--- src/verilog/pmdct_pkg.sv ---
package pmdct_pkg;

  typedef logic [9:0] pmdct_cyc_t;
  typedef logic [4:0] pmdct_ph_t;

  localparam int CLK_NS = 10;

  function automatic int cyc_min(input int ns);
    return (ns + CLK_NS - 1) / CLK_NS;
  endfunction

  function automatic int cyc_max(input int ns);
    return (ns / CLK_NS < 1) ? 1 : ns / CLK_NS;
  endfunction

  function automatic int imax(input int a, input int b);
    return (a > b) ? a : b;
  endfunction

  // Pin timing, nanoseconds
  localparam int ROW_ADDR_HOLD_NS              = 15;
  localparam int ROW_TO_COLUMN_DELAY_NS        = 25;
  localparam int ROW_ACCESS_TIME_NS            = 100;
  localparam int COLUMN_ACCESS_TIME_NS         = 50;
  localparam int COLUMN_PULSE_NS               = 55;
  localparam int COLUMN_TO_WRITE_DELAY_NS      = 15;
  localparam int WRITE_TO_COLUMN_LEAD_NS       = 35;
  localparam int ROW_PRECHARGE_NS              = 85;
  localparam int ROW_PULSE_NS                  = 105;
  localparam int ROW_PULSE_MAX_NS              = 10000;
  localparam int RANDOM_CYCLE_TIME_NS          = 200;
  localparam int PAGE_CYCLE_TIME_NS            = 100;
  localparam int PAGE_COLUMN_PRECHARGE_NS      = 40;
  localparam int REFRESH_COLUMN_SETUP_NS       = 20;
  localparam int REFRESH_COLUMN_HOLD_NS        = 20;
  localparam int ROW_PRECHARGE_TO_COLUMN_NS    = 20;
  localparam int COUNTER_TEST_ROW_PULSE_NS     = 230;
  localparam int COUNTER_TEST_CYCLE_TIME_NS    = 340;
  localparam int COUNTER_TEST_COL_PRECHARGE_NS = 50;
  localparam int REFRESH_PERIOD_NS             = 4000000;
  localparam int REFRESH_ROWS                  = 256;
  localparam int INIT_PAUSE_NS                 = 100000;

  // Derived cycle counts
  localparam int RCD_I = cyc_min(ROW_TO_COLUMN_DELAY_NS);
  localparam int COL_I = imax(imax(cyc_min(ROW_ACCESS_TIME_NS) - RCD_I, cyc_min(COLUMN_ACCESS_TIME_NS)),
                              cyc_min(COLUMN_PULSE_NS));
  localparam pmdct_ph_t  RAH_CYC    = pmdct_ph_t'(cyc_min(ROW_ADDR_HOLD_NS));
  localparam pmdct_ph_t  ASC_CYC    = pmdct_ph_t'(RCD_I - cyc_min(ROW_ADDR_HOLD_NS));
  localparam pmdct_ph_t  COL_CYC    = pmdct_ph_t'(COL_I);
  localparam pmdct_ph_t  CWD_CYC    = pmdct_ph_t'(cyc_min(COLUMN_TO_WRITE_DELAY_NS));
  localparam pmdct_ph_t  CWL_CYC    = pmdct_ph_t'(cyc_min(WRITE_TO_COLUMN_LEAD_NS));
  localparam pmdct_ph_t  CP_CYC     = pmdct_ph_t'(imax(cyc_min(PAGE_COLUMN_PRECHARGE_NS),
                                                       cyc_min(PAGE_CYCLE_TIME_NS) - COL_I));
  localparam pmdct_ph_t  PRE_CYC    = pmdct_ph_t'(imax(cyc_min(ROW_PRECHARGE_NS),
                                                       cyc_min(ROW_PRECHARGE_TO_COLUMN_NS)));
  localparam pmdct_ph_t  FCS_CYC    = pmdct_ph_t'(cyc_min(REFRESH_COLUMN_SETUP_NS));
  localparam pmdct_ph_t  FCH_CYC    = pmdct_ph_t'(cyc_min(REFRESH_COLUMN_HOLD_NS));
  localparam pmdct_ph_t  CPT_CYC    = pmdct_ph_t'(cyc_min(COUNTER_TEST_COL_PRECHARGE_NS));
  localparam pmdct_cyc_t RAS_CYC    = pmdct_cyc_t'(cyc_min(ROW_PULSE_NS));
  localparam pmdct_cyc_t RAS_MAX_CYC = pmdct_cyc_t'(cyc_max(ROW_PULSE_MAX_NS));
  localparam pmdct_cyc_t PAGE_LIMIT_CYC = pmdct_cyc_t'(cyc_max(ROW_PULSE_MAX_NS) - 32);
  localparam pmdct_cyc_t RC_CYC     = pmdct_cyc_t'(cyc_min(RANDOM_CYCLE_TIME_NS));
  localparam pmdct_cyc_t TRAS_CYC   = pmdct_cyc_t'(cyc_min(COUNTER_TEST_ROW_PULSE_NS));
  localparam pmdct_cyc_t RTC_CYC    = pmdct_cyc_t'(cyc_min(COUNTER_TEST_CYCLE_TIME_NS));
  localparam pmdct_cyc_t CYC_SAT    = 10'h3ff;
  localparam logic [10:0] REF_INT_CYC = 11'(cyc_max(REFRESH_PERIOD_NS / REFRESH_ROWS));
  localparam logic [13:0] INIT_PAUSE_DEF_CYC = 14'(cyc_min(INIT_PAUSE_NS));
  localparam logic [3:0]  INIT_RAS_CNT = 4'h8;

  typedef enum logic [1:0] {
    OP_READ  = 2'b00,
    OP_WRITE = 2'b01,
    OP_RMW   = 2'b10,
    OP_TEST  = 2'b11
  } pmdct_op_e;

  typedef enum logic [3:0] {
    S_INIT = 4'b0000,
    S_IDLE = 4'b0001,
    S_ROW  = 4'b0010,
    S_ASC  = 4'b0011,
    S_COL  = 4'b0100,
    S_WR   = 4'b0101,
    S_CP   = 4'b0110,
    S_RASW = 4'b0111,
    S_PRE  = 4'b1000,
    S_FCS  = 4'b1001,
    S_FCH  = 4'b1010,
    S_CPT  = 4'b1011
  } pmdct_state_e;

  typedef struct packed {
    pmdct_op_e  op;
    logic       test_wr;
    logic       page;
    logic [8:0] row;
    logic [8:0] col;
    logic       din;
  } pmdct_req_s;

  typedef struct packed {
    logic       ras_n;
    logic       cas_n;
    logic       we_n;
    logic [8:0] addr;
    logic       din;
  } pmdct_pins_s;

  localparam pmdct_pins_s PINS_IDLE = '{ras_n: 1'b1, cas_n: 1'b1, we_n: 1'b1, addr: 9'h000, din: 1'b0};

endpackage

--- src/verilog/pmdct_ctrl.sv ---
`timescale 1ns/1ns
`default_nettype none

// Notes on behaviour
// - pause after reset, then eight refreshes
// - one refresh per interval, 256 per period
// - row cycles spaced by random cycle time
// - page column precharge and page cycle
// - column strobe leads row strobe on refresh
// - column strobe held after refresh row fall
// - column strobe high after row rise
// - counter test row pulse bounded
// - counter test spacing and column precharge
// - write-select high reads, low writes
// - row then column address on shared pins
module pmdct_ctrl
  import pmdct_pkg::*;
#(
  parameter logic [13:0] INIT_PAUSE_CYC = INIT_PAUSE_DEF_CYC
) (
  // Clock and reset
  input  wire logic        mclk_i,
  input  wire logic        rst_i,
  // User request
  input  wire logic        req_valid_i,
  input  wire pmdct_req_s  req_i,
  output logic             req_ready_o,
  // User response
  output logic             rsp_valid_o,
  output logic             rsp_data_o,
  output logic             init_done_o,
  // Memory pins
  output pmdct_pins_s      dram_o,
  input  wire logic        dram_dout_i
);

  pmdct_state_e st_r,   st_nxt;
  pmdct_req_s   cur_r,  cur_nxt;
  pmdct_pins_s  pin_r,  pin_nxt;
  pmdct_cyc_t   cyc_r,  cyc_nxt;
  logic [3:0]   left_r, left_nxt;
  logic         pend_r, pend_nxt;
  logic         rd_r,   rd_nxt;
  logic         vld_r,  vld_nxt;
  logic         ph_load;
  pmdct_ph_t    ph_val;
  logic         ph_done;
  logic         ref_tick;
  logic         pause_done;
  logic         end_col;
  logic         hit;
  logic         ready;
  pmdct_cyc_t   rc_min;
  pmdct_cyc_t   ras_min;

  ////////////////////////////////////////////////////////////////////////////
  // Timers

  pmdct_timer #(.W(5), .RST_VAL(5'h00)) u_phase (
    .mclk_i  (mclk_i),
    .rst_i   (rst_i),
    .load_i  (ph_load),
    .value_i (ph_val),
    .done_o  (ph_done)
  );

  pmdct_timer #(.W(11), .RST_VAL(REF_INT_CYC)) u_refresh (
    .mclk_i  (mclk_i),
    .rst_i   (rst_i),
    .load_i  (ref_tick),
    .value_i (REF_INT_CYC),
    .done_o  (ref_tick)
  );

  pmdct_timer #(.W(14), .RST_VAL(INIT_PAUSE_CYC)) u_pause (
    .mclk_i  (mclk_i),
    .rst_i   (rst_i),
    .load_i  (1'b0),
    .value_i (14'h0000),
    .done_o  (pause_done)
  );

  ////////////////////////////////////////////////////////////////////////////
  // Sequencer

  // test cycles need the longer spacing
  assign rc_min  = (cur_r.op == OP_TEST) ? RTC_CYC : RC_CYC;
  assign ras_min = (cur_r.op == OP_TEST) ? TRAS_CYC : RAS_CYC;
  // same-row follow-on stays in page, row pulse kept short
  assign hit = cur_r.page && (cur_r.op != OP_TEST) && req_valid_i && (req_i.op != OP_TEST) &&
               (req_i.row == cur_r.row) && !pend_r && (cyc_r < PAGE_LIMIT_CYC);

  always_comb begin
    st_nxt   = st_r;
    cur_nxt  = cur_r;
    pin_nxt  = pin_r;
    cyc_nxt  = (cyc_r == CYC_SAT) ? cyc_r : cyc_r + 10'h001;
    left_nxt = left_r;
    // a tick in the clearing cycle is kept
    pend_nxt = pend_r | ref_tick;
    rd_nxt   = rd_r;
    vld_nxt  = 1'b0;
    ph_load  = 1'b0;
    ph_val   = 5'h00;
    end_col  = 1'b0;
    ready    = 1'b0;
    case (st_r)
      S_INIT: begin
        if (pause_done) begin
          st_nxt = S_IDLE;
        end
      end
      S_IDLE: begin
        if (pend_r || (left_r != 4'h0)) begin
          pend_nxt  = ref_tick;
          left_nxt  = (left_r != 4'h0) ? left_r - 4'h1 : left_r;
          cur_nxt   = '0;
          pin_nxt.cas_n = 1'b0;
          st_nxt    = S_FCS;
          ph_load   = 1'b1;
          ph_val    = FCS_CYC;
        end else if (req_valid_i) begin
          ready   = 1'b1;
          cur_nxt = req_i;
          ph_load = 1'b1;
          if (req_i.op == OP_TEST) begin
            // counter test also starts column first
            pin_nxt.cas_n = 1'b0;
            st_nxt  = S_FCS;
            ph_val  = FCS_CYC;
          end else begin
            pin_nxt.ras_n = 1'b0;
            pin_nxt.addr  = req_i.row;
            cyc_nxt = 10'h000;
            st_nxt  = S_ROW;
            ph_val  = RAH_CYC;
          end
        end
      end
      S_ROW: begin
        if (ph_done) begin
          pin_nxt.addr = cur_r.col;
          // early write sets write-select before column strobe
          pin_nxt.we_n = (cur_r.op != OP_WRITE);
          pin_nxt.din  = cur_r.din;
          st_nxt  = S_ASC;
          ph_load = 1'b1;
          ph_val  = ASC_CYC;
        end
      end
      S_ASC: begin
        if (ph_done) begin
          pin_nxt.cas_n = 1'b0;
          st_nxt  = S_COL;
          ph_load = 1'b1;
          ph_val  = COL_CYC;
        end
      end
      S_COL: begin
        if (ph_done) begin
          // column span covers row and column access
          if (cur_r.op == OP_RMW) begin
            // data read, then write-select falls late
            rd_nxt  = dram_dout_i;
            vld_nxt = 1'b1;
            pin_nxt.we_n = 1'b0;
            st_nxt  = S_WR;
            ph_load = 1'b1;
            ph_val  = CWL_CYC;
          end else begin
            // data out taken only on reads and counter test reads
            if ((cur_r.op == OP_READ) || ((cur_r.op == OP_TEST) && !cur_r.test_wr)) begin
              rd_nxt  = dram_dout_i;
              vld_nxt = 1'b1;
            end
            end_col = 1'b1;
          end
        end
      end
      S_WR: begin
        if (ph_done) begin
          end_col = 1'b1;
        end
      end
      S_CP: begin
        if (ph_done) begin
          pin_nxt.cas_n = 1'b0;
          st_nxt  = S_COL;
          ph_load = 1'b1;
          ph_val  = COL_CYC;
        end
      end
      S_RASW: begin
        if (cyc_r >= ras_min - 10'h001) begin
          pin_nxt.ras_n = 1'b1;
          st_nxt  = S_PRE;
          ph_load = 1'b1;
          ph_val  = PRE_CYC;
        end
      end
      S_PRE: begin
        // precharge and full cycle both met
        // precharge also delays next column strobe
        if (ph_done && (cyc_r >= rc_min - 10'h001)) begin
          st_nxt = S_IDLE;
        end
      end
      S_FCS: begin
        if (ph_done) begin
          pin_nxt.ras_n = 1'b0;
          cyc_nxt = 10'h000;
          st_nxt  = S_FCH;
          ph_load = 1'b1;
          ph_val  = FCH_CYC;
        end
      end
      S_FCH: begin
        // column strobe held after row fall
        if (ph_done) begin
          pin_nxt.cas_n = 1'b1;
          if (cur_r.op == OP_TEST) begin
            pin_nxt.addr = cur_r.col;
            pin_nxt.we_n = !cur_r.test_wr;
            pin_nxt.din  = cur_r.din;
            st_nxt  = S_CPT;
            ph_load = 1'b1;
            ph_val  = CPT_CYC;
          end else begin
            st_nxt = S_RASW;
          end
        end
      end
      S_CPT: begin
        if (ph_done) begin
          pin_nxt.cas_n = 1'b0;
          st_nxt  = S_COL;
          ph_load = 1'b1;
          ph_val  = COL_CYC;
        end
      end
      default: begin
        st_nxt  = S_IDLE;
        pin_nxt = PINS_IDLE;
      end
    endcase
    if (end_col) begin
      pin_nxt.cas_n = 1'b1;
      pin_nxt.we_n  = 1'b1;
      if (hit) begin
        ready   = 1'b1;
        cur_nxt = req_i;
        pin_nxt.addr = req_i.col;
        pin_nxt.we_n = (req_i.op != OP_WRITE);
        pin_nxt.din  = req_i.din;
        st_nxt  = S_CP;
        ph_load = 1'b1;
        ph_val  = CP_CYC;
      end else begin
        st_nxt = S_RASW;
      end
    end
  end

  always_ff @(posedge mclk_i or posedge rst_i) begin
    if (rst_i) begin
      st_r   <= S_INIT;
      cur_r  <= '0;
      pin_r  <= PINS_IDLE;
      cyc_r  <= CYC_SAT;
      left_r <= INIT_RAS_CNT;
      pend_r <= 1'b0;
      rd_r   <= 1'b0;
      vld_r  <= 1'b0;
    end else begin
      st_r   <= st_nxt;
      cur_r  <= cur_nxt;
      pin_r  <= pin_nxt;
      cyc_r  <= cyc_nxt;
      left_r <= left_nxt;
      pend_r <= pend_nxt;
      rd_r   <= rd_nxt;
      vld_r  <= vld_nxt;
    end
  end

  assign req_ready_o = ready;
  assign rsp_valid_o = vld_r;
  assign rsp_data_o  = rd_r;
  assign init_done_o = (left_r == 4'h0) && (st_r != S_INIT);
  assign dram_o      = pin_r;

  ////////////////////////////////////////////////////////////////////////////
  // Checks

  logic [9:0]  fall_gap_r;
  logic [9:0]  low_cnt_r;
  logic [11:0] ref_gap_r;
  logic [3:0]  falls_r;
  logic        ras_fall;
  logic        cbr_fall;
  logic        ras_q_r;

  // Row strobe level one cycle back, idle level after reset
  assign ras_fall = ras_q_r && !pin_r.ras_n;
  assign cbr_fall = ras_fall && !pin_r.cas_n;

  always_ff @(posedge mclk_i or posedge rst_i) begin
    if (rst_i) begin
      fall_gap_r <= 10'h3ff;
      low_cnt_r  <= 10'h000;
      ref_gap_r  <= 12'h000;
      falls_r    <= 4'h0;
      ras_q_r    <= 1'b1;
    end else begin
      fall_gap_r <= ras_fall ? 10'h001 : ((fall_gap_r == 10'h3ff) ? fall_gap_r : fall_gap_r + 10'h001);
      low_cnt_r  <= pin_r.ras_n ? 10'h000 : low_cnt_r + 10'h001;
      ref_gap_r  <= cbr_fall ? 12'h000 : ((ref_gap_r == 12'hfff) ? ref_gap_r : ref_gap_r + 12'h001);
      falls_r    <= (ras_fall && (falls_r != 4'hf)) ? falls_r + 4'h1 : falls_r;
      ras_q_r    <= pin_r.ras_n;
    end
  end
endmodule

`default_nettype wire

--- src/verilog/pmdct_timer.sv ---
`timescale 1ns/1ns
`default_nettype none

module pmdct_timer #(
  parameter int             W       = 5,
  parameter logic [W-1:0]   RST_VAL = '0
) (
  // Clock and reset
  input  wire logic         mclk_i,
  input  wire logic         rst_i,
  // Control
  input  wire logic         load_i,
  input  wire logic [W-1:0] value_i,
  output logic              done_o
);

  logic [W-1:0] cnt_r;
  logic [W-1:0] cnt_nxt;

  always_comb begin
    cnt_nxt = cnt_r;
    if (load_i) begin
      cnt_nxt = value_i;
    end else if (cnt_r != '0) begin
      cnt_nxt = cnt_r - W'(1);
    end
  end

  always_ff @(posedge mclk_i or posedge rst_i) begin
    if (rst_i) begin
      cnt_r <= RST_VAL;
    end else begin
      cnt_r <= cnt_nxt;
    end
  end

  // Last cycle of a loaded span
  assign done_o = (cnt_r <= W'(1));

endmodule

`default_nettype wire
--- config.mk ---
export PLATFORM = sky130hd
export DESIGN_NAME = pmdct_ctrl
export DESIGN_NICKNAME = d
export VERILOG_FILES = /design/src/verilog/pmdct_pkg.sv /design/src/verilog/pmdct_ctrl.sv /design/src/verilog/pmdct_timer.sv
export SDC_FILE = /design/constraint.sdc
export NUM_CORES = 1
export LEC_CHECK = 0
export BUFFER_PORTS_ARGS = -buffer_cell sky130_fd_sc_hd__buf_2
export CAP_MARGIN = 20
export CORE_MARGIN = 10
export CORE_UTILIZATION = 40
export CTS_CLUSTER_DIAMETER = 60
export DETAILED_ROUTE_END_ITERATION = 12
export GPL_ROUTABILITY_DRIVEN = 0
export HOLD_SLACK_MARGIN = 0.05
export PLACE_DENSITY_LB_ADDON = 0.12
export SLEW_MARGIN = 5
export SYNTH_ARGS = -nofsm -noshare
export SYNTH_HDL_FRONTEND = slang
export SYNTH_SLANG_ARGS = --single-unit
--- constraint.sdc ---
create_clock -name mclk_i -period 7.5 [get_ports mclk_i]
set_input_delay 0 -clock mclk_i [delete_from_list [all_inputs] [get_ports mclk_i]]
set_output_delay 0 -clock mclk_i [all_outputs]
set_load 0.005 [all_outputs]
==> results of run 1 <==
[per-stage QoR]
step / worst slack [ns] / hold slack [ns] / utilization / total power (uW)
2_1_floorplan: 5.14 / 0.117 / - / 1290
3_3_place_gp: 4.27 / 0.0352 / 0.430 / 1460
3_5_place_dp: 4.14 / 0.0405 / 0.430 / 1470
4_1_cts: 3.82 / 0.128 / 0.475 / 1920
5_1_grt: 3.50 / 0.216 / 0.475 / 2050
6_report: 3.82 / 0.156 / 0.475 / 1900
[sequential cells by signal, summed over array words and instances, names as in the netlist]
name and flops:
cur_r 23, rsp_data_o 1, rsp_valid_o 1, left_r 4, pend_r 1, dram_o 13, u_phase.cnt_r 5, cyc_r 10
u_pause.cnt_r 14, st_r 4, u_refresh.cnt_r 11
[layout by cell type (no fill, tap or decap), types with 3 or more instances in the layout]
master	netlist	layout
dlygate4sd3_1	0	26
o21ai_0	21	21
a221o_1	10	10
ha_1	14	14
nor2b_1	4	4
nand2b_1	8	8
a21o_1	4	4
nor4b_1	3	3
nand2_1	37	37
inv_1	16	15
xor2_1	21	21
nor2_1	46	46
clkbuf_16	0	9
buf_2	6	43
nand3_1	6	6
and3_1	7	7
nand4b_1	4	4
a221oi_1	3	3
nor4_1	5	5
nand4_1	7	7
nor3_1	16	16
dfstp_2	24	24
a211oi_1	4	4
a31oi_1	9	9
mux2_2	5	5
dfrtp_1	63	63
a22o_1	33	33
xnor2_1	13	13
o21a_1	4	4
a21oi_1	20	20
[Yosys cell counts, drive strengths merged, types with 3 or more instances]
library cell and n:
dfrtp 63, nor2 46, nand2 37, a22o 33, dfstp 24, o21ai 23
xor2 21, a21oi 20, inv 18, nor3 16, ha 14, xnor2 13
buf 12, clkbuf 11, a221o 10, a31oi 9, nand2b 9, nand4 8
and3 7, nor4 7, mux2 6, nand3 6, nand4b 5, a211oi 4
a21o 4, nor2b 4, o21a 4, a221oi 3, nor4b 3, or2 3
[final cells by class]
cell class              count  area (sq um)  area share
flip-flops and latches     87          2210       0.390
well taps                 147           184      0.0325
clock inverters             4          32.5     0.00575
repair buffers             71           490      0.0867
clock buffers              11           243      0.0429
multi-input cells         351          2430       0.430
inverters                  18          68.8      0.0122
[worst max path at each step]
stage / startpoint / endpoint / cells after the start
finish: st_r[3]$_DFFE_PP0P_ / req_ready_o / 6
global route: st_r[3]$_DFFE_PP0P_ / req_ready_o / 6
CTS: st_r[3]$_DFFE_PP0P_ / req_ready_o / 6
detailed placement: st_r[3]$_DFFE_PP0P_ / cur_r[9]$_DFF_PP0_ / 6
global placement: st_r[3]$_DFFE_PP0P_ / cur_r[5]$_DFF_PP0_ / 6
floorplan: cur_r[22]$_DFF_PP0_ / st_r[0]$_DFFE_PP0P_ / 9
[routing by layer]
layer | GRT usage | share of wire | up-vias
met3 | 0.0381 | 0.039 | 14
met5 | 0 | 0 | -
met1 | 0.188 | 0.48 | 1849
met2 | 0.218 | 0.46 | 67
li1 | - | - | 1875
met4 | 0.0542 | 0.017 | 0
[cell families (layout without fill, tap and decap cells)]
kind of cell | after synthesis | after routing | share of synthesized area
simple gates | 164 | 164 | 0.180
compound gates | 131 | 131 | 0.208
flops | 87 | 87 | 0.457
buf+inv | 41 | 104 | 0.0384
xor+xnor | 34 | 34 | 0.0617
fa+ha+maj | 14 | 14 | 0.0363
mux | 8 | 8 | 0.0181
[power by group]
group	total [uW]	switching, uW	internal (uW)
clock network	414	181	233
logic	708	369	339
registers	775	157	618
[timing repair]
action | 4_1_cts | 5_1_grt
hold endpoints to repair | 62 | 0
hold buffers | 26 | 0
resized for setup | 0 | 0
endpoints found under the setup margin | 0 | 0
[tightest hold or removal path, cell delays in order]
cell and delay, ns:
buf_2 0.13, nand2_1 0.06, nand2_1 0.09, a31oi_1 0.17, nor2_1 0.05
==> impl_metrics.py, run 1 <==
metrics = {
    "status": {
        "outcome": "finished, final reports clean",
    },
    "sta": {
        "finalHoldViolations": 0,
        "final.setup.tns_ns": 0,
        "maxSlewHeadroom": 0.360,
        "max_slew.worst_pin.slew_ns": 0.960,
        "fmax_mhz": 272,
        "period_share": 0.490,
        "drv_slew": 0,
        "setup_viol": 0,
        "rsz0062_at_grt": "false",
        "fin_worst_skew_ns": 0.00840,
        "period_needed_ns": 3.68,
    },
    "synthesis": {
        "yosysUniqueCellTypes": 69,
        "yosys.area.top_type": "dfrtp_1",
        "synth_edf_count": 0,
        "synth_top_area_frac": 0.327,
        "netlist_area_sq_mm": 0.00483,
        "ys_async_sr_fraction": 1.00,
        "ys_warn_count": 0,
        "ys_seq_elements": 87,
        "syn_inst": 479,
        "synth_area_leaders": "dfrtp_1, dfstp_2, a22o_1",
        "synth_ff_type": "dfrtp_1",
        "synth_area_per_cell_sq_um": 10.1,
        "ys_seq_area_frac": 0.457,
        "synth_fp_nets": 520,
    },
    "flow_run": {
        "drv_cap": 0,
    },
    "global_routing": {
        "grt_overflow_total": 0,
        "grt_max_degree": 60,
        "grt_first_pass_wirelength_mm": 19.2,
        "antenna_found_initial": 0,
        "track_usage": 0.143,
        "grt_pass1_vias": 3811,
    },
    "power": {
        "power_density_mw_per_mm2": 335,
        "irDropWorstVdd_mv": 0.161,
        "p_leak_uw": 0.00252,
    },
    "worst_setup_path": {
        "r2r-start": "st_r[3]$_DFFE_PP0P_",
        "crit_path_end_kind": "output pin",
        "crit_family": "simple AND/OR/NAND/NOR gates",
        "start_kind": "flip-flop",
        "path_common_cell": "nor2_1",
        "slowest_stage": "and4_1",
        "crit_buf_inv": 1,
        "critical_path_class": "reg -> out",
        "worstRegToRegCells": 7,
        "max_stage_delay_ns": 0.76,
        "crit_arrival_ns": 3.68,
        "cp_cell_sequence": "nor2_1 > o311ai_1 > nor2_1 > and4_1 > a21o_1 > buf_2",
        "rr_endpoint": "dram_o[3]$_DFF_PP0_",
        "required_ns": 7.50,
        "cp_max_fo": 27,
        "ff2ff_setup_slack_ns": 3.83,
    },
    "floorplanning": {
        "start_util": 0.405,
        "dieHeight_microns": 130,
        "ios": 44,
        "num_rows": 40,
        "die-area_sq_mm": 0.0169,
        "die_w_microns": 130,
        "coreArea_sq_mm": 0.0119,
    },
    "detailed_routing": {
        "vias": 3805,
        "drt-vias-per-instance": 5.52,
        "first_pass_iters": 4,
        "drc_errors": 0,
        "wl_mm": 11.4,
        "drtAntennaViolNets": 0,
        "wl_per_cell_microns": 16.6,
        "first_iter_violations": 294,
    },
    "place": {
        "dp.cells": 648,
        "dpl.hpwl_mm": 7.91,
        "placed_area_sq_mm": 0.00512,
        "portBuffers": 43,
    },
    "layout": {
        "fin_cells": 689,
        "fillers": 1126,
        "diodes": 0,
        "area_delta_synth_final_pct": 17.3,
        "drive_above_1_share": 0.192,
        "fin_area_sq_mm": 0.00566,
        "nets": 579,
    },
    "clock_network": {
        "post_cts_buffers": 0,
        "clk_path_buf_depth": 2,
        "clk_latency_ns": 0.34,
        "clock-sinks": 87,
        "cts_root_buffer": "clkbuf_16",
        "htreeDepth": 3,
        "cts_made_buffers": 9,
        "cts_tree": "done",
        "clk_pin_slew_ns": 0.06,
    },
    "worst_hold_path": {
        "holdPathStages": 5,
        "hold_end": "dram_o[12]$_DFFE_PP1P_",
        "hp-class": "in -> reg",
        "min_from": "req_valid_i",
    },
}
(Power assumes the default switching activity.)
==> run 2, diff against run 1 <==
==> constraint.sdc (replaced) <==
create_clock -name mclk_i -period 3.7 [get_ports mclk_i]
set_input_delay 0 -clock mclk_i [delete_from_list [all_inputs] [get_ports mclk_i]]
set_output_delay 0 -clock mclk_i [all_outputs]
set_load 0.005 [all_outputs]
==> run 2 against run 1 <==
Compared with the run above: clock power rose by 110%; non-clock buffer count rose by 8; combinational power rose by 120%; global-route usage rose by 0.46 points; die area did not move; flip-flop and latch count did not move; register-to-register slack got worse by 3.5 ns; wire length rose by 3.4%; cell count rose by 1.3%; largest power group unchanged.
==> impl_metrics.py, run 2 (same netlist as run 1, synthesis figures left out) <==
metrics = {
    "layout": {
        "diodes": 0,
        "seq_area_sq_mm": 0.00221,
        "multi_input_area_sq_mm": 0.00243,
        "fillers": 1122,
        "final_cell_mix": "dfrtp_1, nor2_1, buf_2",
        "nets": 587,
        "final_common_cell": "dfrtp_1",
        "drive_above_1_share": 0.201,
        "regMostFlops": "cur_r",
        "area_delta_synth_final_pct": 18.6,
        "largest_reg_flops": 23,
    },
    "sta": {
        "finalHoldViolations": 0,
        "hold-worst-slack_ns": 0.123,
        "setup_slack_ns": 0.364,
        "period_needed_ns": 3.34,
        "maxSlewHeadroom": 0.402,
        "max_slew.worst_pin.slew_ns": 0.885,
        "final.setup.tns_ns": 0,
        "period_share": 0.901,
        "fin_worst_skew_ns": 0.00862,
        "setup_viol": 0,
        "drv_slew": 0,
        "rsz0062_at_grt": "false",
        "fmax_mhz": 300,
    },
    "place": {
        "portBuffers": 43,
        "dpl.hpwl_mm": 8.23,
        "pre_cts_ws_ns": 0.968,
    },
    "worst_setup_path": {
        "start_kind": "flip-flop",
        "worstRegToRegCells": 8,
        "required_ns": 3.93,
        "crit_path_end_kind": "flip-flop",
        "slowest_stage": "and3_1",
        "cp_cell_sequence": "inv_1 > ha_1 > or3b_1 > nor3b_1 > and3_1 > a2111oi_4 > a221o_1 > dlygate4sd3_1",
        "max_stage_delay_ns": 0.58,
        "crit_arrival_ns": 3.56,
        "cp_max_fo": 10,
        "critical_path_class": "reg -> reg",
    },
    "detailed_routing": {
        "first_pass_iters": 5,
        "drc_errors": 0,
        "wl_mm": 11.8,
        "drt-vias-per-instance": 5.57,
        "drtAntennaViolNets": 0,
        "first_iter_violations": 206,
        "vias": 3886,
        "wl_per_cell_microns": 16.9,
    },
    "global_routing": {
        "grt_pass1_vias": 3824,
        "grt_first_pass_wirelength_mm": 19.7,
        "track_usage": 0.147,
        "antenna_found_initial": 0,
        "grt_overflow_total": 0,
        "grt_max_degree": 50,
    },
    "power": {
        "p_leak_uw": 0.00257,
        "power_density_mw_per_mm2": 685,
        "irDropWorstVdd_mv": 0.306,
    },
    "flow_run": {
        "drv_cap": 0,
    },
    "floorplanning": {
        "coreArea_sq_mm": 0.0119,
        "die_w_microns": 130,
        "ios": 44,
        "start_util": 0.405,
        "dieHeight_microns": 130,
        "die-area_sq_mm": 0.0169,
        "num_rows": 40,
    },
    "status": {
        "outcome": "finished, final reports clean",
    },
    "clock_network": {
        "cts_root_buffer": "clkbuf_16",
        "cts_resized": 0,
        "clock-sinks": 87,
        "cts_tree": "done",
        "post_cts_buffers": 0,
        "clk_pin_slew_ns": 0.06,
        "clk_latency_ns": 0.35,
        "clk_path_buf_depth": 2,
        "cts_made_buffers": 9,
        "htreeDepth": 3,
    },
    "worst_hold_path": {
        "holdPathStages": 5,
        "hp-class": "in -> reg",
    },
}
==> run 2: path summary, 6_finish.rpt <==
check / slack (ns) / startpoint / to
worst max-delay path: 0.36 / left_r[0]$_DFFE_PP0P_ / dram_o[1]$_DFF_PP0_
worst min-delay path: 0.12 / req_valid_i / dram_o[12]$_DFFE_PP1P_
worst max register to register: 0.36 / left_r[0]$_DFFE_PP0P_ / dram_o[1]$_DFF_PP0_
worst min register to register: 0.46 / u_refresh.cnt_r[10]$_DFFE_PP1P_ / u_refresh.cnt_r[10]$_DFFE_PP1P_
max in group asynchronous: 2.38 / rst_i / dram_o[1]$_DFF_PP0_
min in group asynchronous: 0.28 / rst_i / u_pause.cnt_r[12]$_DFFE_PP0P_
==> run 2: through the flow <==
| stage | instances | total power, uW | area (sq um) | utilization |
|---|---|---|---|---|
| CTS | 698 | 3940 | 5720 | 0.481 |
| global route | 698 | 4210 | 5720 | 0.481 |
| detailed placement | 655 | 3020 | 5180 | 0.435 |
| finish | 698 | 3920 | 5720 | 0.481 |
| global placement | 655 | 3010 | 5180 | 0.435 |
| floorplan | 479 | 2610 | 4830 | - |
==> run 2: cell type report <==
class,count,area share
flip-flops and latches,87,0.386
inverters,18,0.0120
clock inverters,3,0.00306
clock buffers,13,0.0455
repair buffers,79,0.0966
multi-input cells,351,0.425
well taps,147,0.0321
==> run 2: where the power goes <==
| group | internal, uW | switching (uW) | leakage (uW) |
|---|---|---|---|
| combinational | 716 | 814 | 0.00138 |
| clock | 490 | 370 | 0.000136 |
| sequential | 1250 | 274 | 0.00105 |
==> run 2: timing repair <==
| item | in CTS | in global routing |
|---|---|---|
| setup endpoints to repair | 0 | 0 |
| hold buffers | 27 | 0 |
| endpoints found under the hold margin | 52 | 0 |
==> run 2: per-layer routing <==
metal | track usage | routed length (microns)
met1 | 0.193 | 5400
met2 | 0.230 | 5690
met3 | 0.0268 | 489
met4 | 0.0701 | 240
met5 | 0 | 0
==> run 2: critical path, delay by kind of cell, from the launching register on <==
family,cells,cell delay (ns)
AOI/OAI and AO/OA,2,0.50
adders and majority gates,1,0.20
buffers and inverters,2,0.65
DFF,1,0.38
and+or+nand+nor,3,1.48
